==> config.mk <==
export PLATFORM = sky130hd
export DESIGN_NAME = dtm_timer_ctrl
export DESIGN_NICKNAME = d
export VERILOG_FILES = /design/src/hw/dtm_pkg.sv /design/src/hw/dtm_timer_ctrl.sv /design/src/hw/dtm_prescaler.sv
export VERILOG_INCLUDE_DIRS = /design/src /design/src/hw
export SDC_FILE = /design/constraint.sdc
export NUM_CORES = 1
export LEC_CHECK = 0
export ABC_AREA = 1
export BUFFER_PORTS_ARGS = -buffer_cell sky130_fd_sc_hd__buf_2
export CAP_MARGIN = 20
export CORE_MARGIN = 5
export CORE_UTILIZATION = 55
export CTS_BUF_LIST = sky130_fd_sc_hd__clkbuf_16
export CTS_CLUSTER_SIZE = 8
export DETAILED_ROUTE_END_ITERATION = 8
export GPL_TIMING_DRIVEN = 0
export PLACE_DENSITY = 0.92
export SKIP_CTS_REPAIR_TIMING = 1
export SLEW_MARGIN = 25
export SYNTH_ARGS = -nofsm -noshare
export SYNTH_HDL_FRONTEND = slang
export SYNTH_SLANG_ARGS = --single-unit
==> constraint.sdc <==
create_clock -name core_clk -period 5.4 [get_ports core_clk]
set_input_delay 0.27 -clock core_clk [delete_from_list [all_inputs] [get_ports core_clk]]
set_output_delay 0.27 -clock core_clk [all_outputs]
set_load 0.02 [all_outputs]
==> src/hw/dtm_regs.svh <==
`ifndef DTM_REGS_SVH
`define DTM_REGS_SVH
`define DTM_TA_MODE_ADDR     16'hff65
`define DTM_TB_MODE_ADDR     16'hff69
`define DTM_TA_EXT_ADDR      16'hff6d
`define DTM_TA_MODE_RESET    8'h00
`define DTM_TB_MODE_RESET    8'h00
`define DTM_TA_EXT_RESET     8'h00
`define DTM_TA_MODE_MASK     8'hbe
`define DTM_TB_MODE_MASK     8'hbf
`define DTM_TA_EXT_MASK      8'h01
`define DTM_BIT_ENABLE       7
`define DTM_BIT_SEL_HI       5
`define DTM_BIT_SEL_LO       3
`define DTM_BIT_MODE_HI      2
`define DTM_BIT_MODE_LO      1
`define DTM_BIT_OUT_EN       0
`define DTM_BIT_EXT          0
`endif

==> src/hw/dtm_pkg.sv <==
package dtm_pkg;
  typedef enum logic [1:0] {
    DTM_MODE_DISCRETE,
    DTM_MODE_CASCADE,
    DTM_MODE_CARRIER,
    DTM_MODE_PULSE
  } dtm_mode_type;
  typedef logic [7:0]  dtm_byte_type;
  typedef logic [15:0] dtm_addr_type;
endpackage

==> src/hw/dtm_timer_ctrl.sv <==
`include "dtm_regs.svh"
// How it works
// RULE1: timer A mode register resets zero, takes bit or byte writes.
// RULE2: timer A enable low clears and halts counter; high lets it count.
// RULE3: timer A clock codes select fx/64, /256, /16, /1024, /4096.
// RULE4: timer A codes 100x and 101x pick timer B match and carrier clock.
// RULE5: mode bits from both registers decode four joint operating modes.
// RULE6: cascaded mode ignores timer A enable; timer B enable rules both.
// RULE7: cascaded mode forces timer A clock to timer B output.
// RULE8: software stops a counter before changing its mode or clock.
// RULE9: software writes zero to timer A mode bits 0 and 6.
// RULE10: timer A extension register holds only bit 0, resets zero.
// RULE11: timer B mode register resets zero with documented field layout.
// RULE12: timer B enable clears/starts timer B, and timer A when cascaded.
// RULE13: timer B clock codes pick fx, 2fx, fx/2, /4, /8, /16.
// RULE14: software sets clock multiply control before using doubled clock.
// RULE15: timer B output enable gates timer B output onto its pin.
// RULE16: discrete mode clears each counter on compare match or overflow.
// RULE17: cascaded match raises only timer B irq, when both halves match.
// RULE18: fixed-zero control bits always read back as zero.
module dtm_timer_ctrl
  import dtm_pkg::*;
(
  input  wire logic                core_clk,          // system clock fx
  input  wire logic                rst_b,             // sync reset, active low
  input  wire logic                fx2_tick,          // doubled-clock tick, async origin
  input  wire dtm_pkg::dtm_addr_type bus_addr,        // cpu address
  input  wire logic                bus_wr,            // byte write strobe
  input  wire logic                bus_bit_wr,        // single-bit write strobe
  input  wire logic          [2:0] bus_bit_sel,       // bit index for bit write
  input  wire dtm_pkg::dtm_byte_type bus_wdata,       // write data (bit 0 for bit write)
  output dtm_pkg::dtm_byte_type    bus_rdata,         // read data
  input  wire dtm_pkg::dtm_byte_type timer_a_compare, // timer A compare value
  input  wire dtm_pkg::dtm_byte_type timer_b_compare, // timer B compare value
  input  wire logic                carrier_clk_tick,  // carrier clock pulse from timer B logic
  output dtm_pkg::dtm_byte_type    timer_a_counter,   // timer A count
  output dtm_pkg::dtm_byte_type    timer_b_counter,   // timer B count
  output logic                     timer_a_match_irq, // timer A match pulse
  output logic                     timer_b_match_irq, // timer B match pulse
  output dtm_pkg::dtm_mode_type    op_mode,           // decoded joint mode
  output logic                     mode_illegal,      // prohibited mode code
  output logic                     timer_b_output_pin,// timer B output value
  output logic                     timer_b_pin_oe_b   // pin enable, low drives
);
  logic [12:0]  tick;
  dtm_byte_type ta_mode_ff;
  dtm_byte_type tb_mode_ff;
  dtm_byte_type ta_ext_ff;
  dtm_byte_type nxt_ta_mode;
  dtm_byte_type nxt_tb_mode;
  dtm_byte_type nxt_ta_ext;
  dtm_byte_type ta_cnt_ff;
  dtm_byte_type tb_cnt_ff;
  dtm_byte_type nxt_ta_cnt;
  dtm_byte_type nxt_tb_cnt;
  logic         fx2_s1_ff;
  logic         fx2_s2_ff;
  logic         tb_out_ff;
  logic         nxt_tb_out;
  logic         ta_irq_ff;
  logic         tb_irq_ff;
  logic         nxt_ta_irq;
  logic         nxt_tb_irq;

  dtm_prescaler u_pre (
    .core_clk (core_clk),
    .rst_b    (rst_b),
    .tick     (tick)
  );

  // merge a byte or single-bit write into a register image
  function automatic dtm_byte_type wr_merge(input dtm_byte_type cur, input logic byte_wr,
                                            input logic bit_wr, input logic [2:0] sel,
                                            input dtm_byte_type wd, input dtm_byte_type mask);
    dtm_byte_type v;
    v = cur;
    if (byte_wr)
      v = wd;
    else if (bit_wr)
      v[sel] = wd[0];
    return v & mask;
  endfunction

  wire hit_ta_mode = (bus_addr == `DTM_TA_MODE_ADDR);
  wire hit_tb_mode = (bus_addr == `DTM_TB_MODE_ADDR);
  wire hit_ta_ext  = (bus_addr == `DTM_TA_EXT_ADDR);

  assign nxt_ta_mode = wr_merge(ta_mode_ff, bus_wr & hit_ta_mode, bus_bit_wr & hit_ta_mode,
                                bus_bit_sel, bus_wdata, `DTM_TA_MODE_MASK); // [RULE1] [RULE18]
  assign nxt_tb_mode = wr_merge(tb_mode_ff, bus_wr & hit_tb_mode, bus_bit_wr & hit_tb_mode,
                                bus_bit_sel, bus_wdata, `DTM_TB_MODE_MASK); // [RULE11] [RULE18]
  assign nxt_ta_ext  = wr_merge(ta_ext_ff, bus_wr & hit_ta_ext, bus_bit_wr & hit_ta_ext,
                                bus_bit_sel, bus_wdata, `DTM_TA_EXT_MASK); // [RULE10] [RULE18]

  always_ff @(posedge core_clk)
  begin
    if (!rst_b)
    begin
      ta_mode_ff <= `DTM_TA_MODE_RESET; // [RULE1]
      tb_mode_ff <= `DTM_TB_MODE_RESET; // [RULE11]
      ta_ext_ff  <= `DTM_TA_EXT_RESET;  // [RULE10]
    end
    else
    begin
      ta_mode_ff <= nxt_ta_mode;
      tb_mode_ff <= nxt_tb_mode;
      ta_ext_ff  <= nxt_ta_ext;
    end
  end

  assign bus_rdata = hit_ta_mode ? ta_mode_ff :
                     hit_tb_mode ? tb_mode_ff :
                     hit_ta_ext  ? ta_ext_ff  : 8'h00; // [RULE18]

  // joint mode decode
  wire [3:0] mode_code = {ta_mode_ff[`DTM_BIT_MODE_HI:`DTM_BIT_MODE_LO],
                          tb_mode_ff[`DTM_BIT_MODE_HI:`DTM_BIT_MODE_LO]};
  assign mode_illegal = !(mode_code == 4'h0 || mode_code == 4'h5 ||
                          mode_code == 4'h3 || mode_code == 4'h2);
  assign op_mode = (mode_code == 4'h5) ? DTM_MODE_CASCADE :
                   (mode_code == 4'h3) ? DTM_MODE_CARRIER :
                   (mode_code == 4'h2) ? DTM_MODE_PULSE   : DTM_MODE_DISCRETE; // [RULE5]
  wire cascade = (op_mode == DTM_MODE_CASCADE);

  wire tb_run = tb_mode_ff[`DTM_BIT_ENABLE];                                    // [RULE12]
  wire ta_run = cascade ? tb_run : ta_mode_ff[`DTM_BIT_ENABLE];                 // [RULE2] [RULE6]

  // doubled clock arrives from outside; synchronise before use
  always_ff @(posedge core_clk)
  begin
    if (!rst_b)
    begin
      fx2_s1_ff <= 1'b0;
      fx2_s2_ff <= 1'b0;
    end
    else
    begin
      fx2_s1_ff <= fx2_tick;
      fx2_s2_ff <= fx2_s1_ff;
    end
  end

  // timer B count clock; 2fx gives an extra step per cycle when the doubled tick is set
  wire [2:0] tb_sel = tb_mode_ff[`DTM_BIT_SEL_HI:`DTM_BIT_SEL_LO];
  wire tb_step2 = (tb_sel == 3'h1) & fx2_s2_ff;
  wire tb_clk_en = (tb_sel == 3'h0) ? tick[0] :
                   (tb_sel == 3'h1) ? tick[0] :
                   (tb_sel == 3'h2) ? tick[1] :
                   (tb_sel == 3'h3) ? tick[2] :
                   (tb_sel == 3'h4) ? tick[3] :
                   (tb_sel == 3'h5) ? tick[4] : 1'b0; // [RULE13]

  wire tb_match = (tb_cnt_ff == timer_b_compare);
  wire ta_match = (ta_cnt_ff == timer_a_compare);
  wire tb_ovf   = (tb_cnt_ff == 8'hff) & tb_clk_en;
  wire tb_event = tb_match | tb_ovf; // timer B output signal feeding cascade

  // timer A count clock
  wire [3:0] ta_sel = {ta_mode_ff[`DTM_BIT_SEL_HI:`DTM_BIT_SEL_LO], ta_ext_ff[`DTM_BIT_EXT]};
  wire ta_sel_clk = (ta_sel[3:1] == 3'h0) ? tick[6]  :
                    (ta_sel[3:1] == 3'h1) ? tick[8]  :
                    (ta_sel[3:1] == 3'h2) ? tick[4]  :
                    (ta_sel == 4'h6)      ? tick[10] :
                    (ta_sel == 4'h7)      ? tick[12] : // [RULE3]
                    (ta_sel[3:1] == 3'h4) ? (tb_match & tb_clk_en) :
                    (ta_sel[3:1] == 3'h5) ? carrier_clk_tick : 1'b0; // [RULE4]
  wire ta_clk_en = cascade ? (tb_event & tb_clk_en) : ta_sel_clk; // [RULE7]

  wire both_match = ta_match & tb_match;
  wire ta_clr = cascade ? (both_match & tb_clk_en) : (ta_match & ta_clk_en);   // [RULE16]
  wire tb_clr = cascade ? (both_match & tb_clk_en) : (tb_match & tb_clk_en);   // [RULE16]

  // stop clears, a clear wins over a step, otherwise step on the count clock
  function automatic dtm_byte_type cnt_next(input logic run, input logic clr, input logic en,
                                            input dtm_byte_type cur, input dtm_byte_type step);
    dtm_byte_type v;
    v = cur;
    if (!run || clr)
      v = 8'h00;
    else if (en)
      v = 8'(cur + step);
    return v;
  endfunction

  assign nxt_tb_cnt = cnt_next(tb_run, tb_clr, tb_clk_en, tb_cnt_ff,
                               tb_step2 ? 8'h02 : 8'h01); // [RULE12] [RULE16]
  assign nxt_ta_cnt = cnt_next(ta_run, ta_clr, ta_clk_en, ta_cnt_ff, 8'h01); // [RULE2] [RULE6]

  assign nxt_tb_out = (!tb_run) ? 1'b0 : (tb_clr ? ~tb_out_ff : tb_out_ff);
  // irq pulses one cycle after the matching tick
  assign nxt_ta_irq = ta_run & ~cascade & ta_match & ta_clk_en;               // [RULE17]
  assign nxt_tb_irq = tb_run & (cascade ? both_match : tb_match) & tb_clk_en; // [RULE17]

  always_ff @(posedge core_clk)
  begin
    if (!rst_b)
    begin
      ta_cnt_ff <= 8'h00;
      tb_cnt_ff <= 8'h00;
      tb_out_ff <= 1'b0;
      ta_irq_ff <= 1'b0;
      tb_irq_ff <= 1'b0;
    end
    else
    begin
      ta_cnt_ff <= nxt_ta_cnt;
      tb_cnt_ff <= nxt_tb_cnt;
      tb_out_ff <= nxt_tb_out;
      ta_irq_ff <= nxt_ta_irq; // [RULE17]
      tb_irq_ff <= nxt_tb_irq; // [RULE17]
    end
  end

  assign timer_a_counter    = ta_cnt_ff;
  assign timer_b_counter    = tb_cnt_ff;
  assign timer_a_match_irq  = ta_irq_ff;
  assign timer_b_match_irq  = tb_irq_ff;

  // pin is held low whenever the output is disabled
  wire tb_oe = tb_mode_ff[`DTM_BIT_OUT_EN];
  assign timer_b_output_pin = tb_oe & tb_out_ff;  // [RULE15]
  assign timer_b_pin_oe_b   = ~tb_oe;             // [RULE15]
endmodule

==> src/hw/dtm_prescaler.sv <==
module dtm_prescaler
  import dtm_pkg::*;
(
  input  wire logic        core_clk, // system clock
  input  wire logic        rst_b,    // sync reset, active low
  output logic      [12:0] tick      // one-cycle pulse per power-of-two division
);
  logic [11:0] div_ff;
  logic [11:0] nxt_div;

  assign nxt_div = div_ff + 12'h001;
  always_ff @(posedge core_clk)
  begin
    if (!rst_b)
      div_ff <= 12'h000;
    else
      div_ff <= nxt_div;
  end

  // tick[k] pulses once every 2^k cycles
  assign tick[0] = 1'b1;
  genvar k;
  generate
    for (k = 1; k < 13; k++)
    begin : g_tick
      assign tick[k] = &div_ff[k-1:0];
    end
  endgenerate
endmodule

==> results_dict.tcl <==
set metrics [dict create \
    result_of_the_run "complete, no violations" \
    slew-limit-headroom_pct 60.1 \
    rsz_0062_raised_after_global_routing "no" \
    worst-endpoint-arrival_ns 2.40 \
    ys_async_sr_fraction_pct 0 \
    die_h_um 84.6 \
    sw_power_uw 166 \
    min_path_cells 3 \
    clock-skew-final_ns 0.00559 \
    pwr-share-comb_pct 7.3 \
    grt_overflow 0 \
    cts.htree.levels 2 \
    synth_warnings 0 \
    synth_top_area_share_pct 30.8 \
    boundaryPins 80 \
    endpoint_kind "flop" \
    antenna_found_initial 0 \
    pin_count_of_the_biggest_net_entering_global_routing 16 \
    nets 593 \
    power_uw 757 \
    grt_pass1_wl_mm 13.5 \
    drc 0 \
    synthDominantAreaCellType "sky130_fd_sc_hd__dfxtp_1" \
    clock_power_share_pct 46.4 \
    drc_violation_total_after_the_first_tritonroute_iteration 165 \
    initial_core_util_pct 55.9 \
    crit_path_max_fanout 5 \
    cts_buffer_depth 2 \
    clock-root-buffer "sky130_fd_sc_hd__clkbuf_16" \
    numClockSinks 47 \
    crit_path_start "tb_mode_ff[3]" \
    regToRegStartpoint "tb_mode_ff[3]" \
    full_die_area_um2 7150 \
    synthTopCellsByArea "sky130_fd_sc_hd__dfxtp_1 31%, sky130_fd_sc_hd__nand2_1 12%, sky130_fd_sc_hd__inv_1 9.1%" \
    required_ns 5.57 \
    area_growth_syn_to_layout_pct 20.9 \
    synthesis.instances 455 \
    synth-edff-count 0 \
    ir_drop_uv 156 \
    hp-start "fx2_tick" \
    numCtsBuffers 5 \
    synthDistinctLibCells 48 \
    timing.setup.critical_path_class "flop to flop" \
    coreArea_um2 5470 \
    startpoint_type "flop" \
    grt_pass1_vias 3133 \
    finalMaxSlewViolations 0 \
    seqPwrFrac_pct 46.4 \
    synth_sequential_area_ratio_pct 30.8 \
    floorplan.rows 27 \
    post_route_cells_drive_above_1_share_pct 21.7 \
    ant_nets 0 \
    layout_min_cycle_time_ns 2.23 \
    clk_pin_slew_worst_paths_ns 0.07 \
    die_x_um 84.6 \
    hold_path.class "input pin to flop" \
    clkLatencyLatePin_ns 0.29 \
    min_period_over_period_pct 41.3 \
    reg2regPathDepth 14 \
    power.share.switching_pct 22.0 \
    mappedNetlistNets 510 \
    final-hold-violation-count 0 \
    fin_setup_tns_ns 0 \
    dp_hpwl_mm 6.46 \
    io_buffers 76 \
    cellInternalPower_uw 590 \
    worst_pin_slew_ns 0.597 \
    achievable-frequency_mhz 448 \
    finalWirelength_mm 8.09 \
    count_of_inserted_antenna_diode_cells 0 \
    routedWlPerCell_um 13.2 \
    mappedNetlistArea_um2 3060 \
    syn_area_per_cell_um2 6.72 \
    power.density_cell_area_nw_per_um2 205 \
    drt-pass1-iter-count 5 \
    static-leakage-power_nw 1.66 \
    grt_usage_pct 22.6 \
    cap_viol_max_count 0 \
    most-common-layout-cells "101 x sky130_fd_sc_hd__nand2_1, 77 x sky130_fd_sc_hd__buf_2, 74 x sky130_fd_sc_hd__inv_1, 47 x sky130_fd_sc_hd__dfxtp_1, 44 x sky130_fd_sc_hd__nor2_1" \
    avgViaCountPerCell 5.37 \
    yosys_most_used_dff "sky130_fd_sc_hd__dfxtp_1" \
    cts_tree "built" \
    most_common_cell_after_layout_fill_and_taps_aside "sky130_fd_sc_hd__nand2_1" \
    gp_congestion 0.963 \
    synth.ff_latch_count 47 \
    num_vias 3282 \
    report.final.setup_viol 0 \
]
[flip-flops by register name (all words and copies together), names as in the netlist]
signal and flops:
timer_b_match_irq 1, fx2_s1_ff 1, ta_ext_ff 1, timer_a_match_irq 1, timer_a_counter 8, ta_mode_ff 6
timer_b_counter 8, tb_mode_ff 7, fx2_s2_ff 1, tb_out_ff 1, u_pre.div_ff 12
[synth_stat cells (3+ instances only)]
cell type / count
sky130_fd_sc_hd__nand2_1: 101
sky130_fd_sc_hd__inv_1: 74
sky130_fd_sc_hd__dfxtp_1: 47
sky130_fd_sc_hd__nor2_1: 44
sky130_fd_sc_hd__a21oi_1: 30
sky130_fd_sc_hd__nand3_1: 22
sky130_fd_sc_hd__nor3_1: 21
sky130_fd_sc_hd__o21ai_0: 17
sky130_fd_sc_hd__nand4_1: 8
sky130_fd_sc_hd__xor2_1: 8
sky130_fd_sc_hd__a211oi_1: 7
sky130_fd_sc_hd__inv_2: 6
sky130_fd_sc_hd__a31oi_1: 5
sky130_fd_sc_hd__ha_1: 5
sky130_fd_sc_hd__o211ai_1: 5
sky130_fd_sc_hd__o32ai_1: 5
sky130_fd_sc_hd__o21a_1: 4
sky130_fd_sc_hd__xnor2_1: 4
sky130_fd_sc_hd__nand3_2: 3
sky130_fd_sc_hd__nor2_4: 3
[worst max-delay path: stages, from the launching register on]
cell	delay [ns]
sky130_fd_sc_hd__dfxtp_1	0.31
sky130_fd_sc_hd__inv_1	0.16
sky130_fd_sc_hd__nor2_1	0.10
sky130_fd_sc_hd__nand3_1	0.16
sky130_fd_sc_hd__ha_1	0.21
sky130_fd_sc_hd__inv_1	0.06
sky130_fd_sc_hd__fa_1	0.35
sky130_fd_sc_hd__inv_1	0.08
sky130_fd_sc_hd__nand2_1	0.06
sky130_fd_sc_hd__nor2_1	0.13
sky130_fd_sc_hd__nand2_1	0.08
sky130_fd_sc_hd__nor2_1	0.15
sky130_fd_sc_hd__nand2_1	0.09
sky130_fd_sc_hd__nor2_1	0.12
sky130_fd_sc_hd__nor3b_2	0.05
[final timing paths]
kind                            slack [ns]                  to
worst max register to register        3.17  timer_b_counter[6]
worst max-delay path                  3.17  timer_b_counter[6]
worst min-delay path                  0.17           fx2_s1_ff
worst min register to register        0.41           fx2_s2_ff
[cell type report]
type / count / area, µm²
multi-input cells: 323 / 1790
fillers: 463 / 1780
flip-flops and latches: 47 / 941
repair buffers: 76 / 380
inverters: 80 / 300
clock buffers: 5 / 125
well taps: 72 / 90.1
clock inverters: 3 / 42.5
plain buffers: 5 / 25.0
[cells by family (layout without fill, tap and decap cells)]
kind of cell | Yosys count | after routing | share of synthesized area [%]
fa+ha+maj | 6 | 6 | 2.70
compound gates | 81 | 81 | 16.2
other cells | 1 | 1 | 0.123
flops | 47 | 47 | 30.8
xor+xnor | 12 | 12 | 3.44
simple gates | 222 | 222 | 35.8
mux | 1 | 1 | 0.327
buf+inv | 85 | 169 | 10.6
[through the flow]
step / cells / util [%] / setup WS (ns) / cell area, µm² / hold WS (ns)
floorplan: 455 / - / 3.46 / 3060 / 0.368
global placement: 603 / 64.5 / 3.30 / 3530 / 0.394
detailed placement: 603 / 64.5 / 3.19 / 3530 / 0.397
CTS: 611 / 67.6 / 3.16 / 3700 / 0.163
global route: 611 / 67.6 / 2.95 / 3700 / 0.198
finish: 611 / 67.6 / 3.17 / 3700 / 0.165
[power by group through the flow]
stage               sequential [mW]  clock, mW  combinational, mW
finish                        0.351      0.351             0.0549
CTS                           0.351      0.353             0.0543
global route                  0.351      0.369             0.0615
detailed placement            0.359          0             0.0540
floorplan                     0.358          0             0.0271
global placement              0.359          0             0.0517
[per-layer routing]
layer	vias up	share of wire [%]	GRT usage, %
met5	-	0	0
met4	0	1.5	8.06
met1	1468	41	27.8
met2	144	50	39.1
met3	15	7.2	4.32
li1	1655	-	-
(Power assumes the default switching activity.)
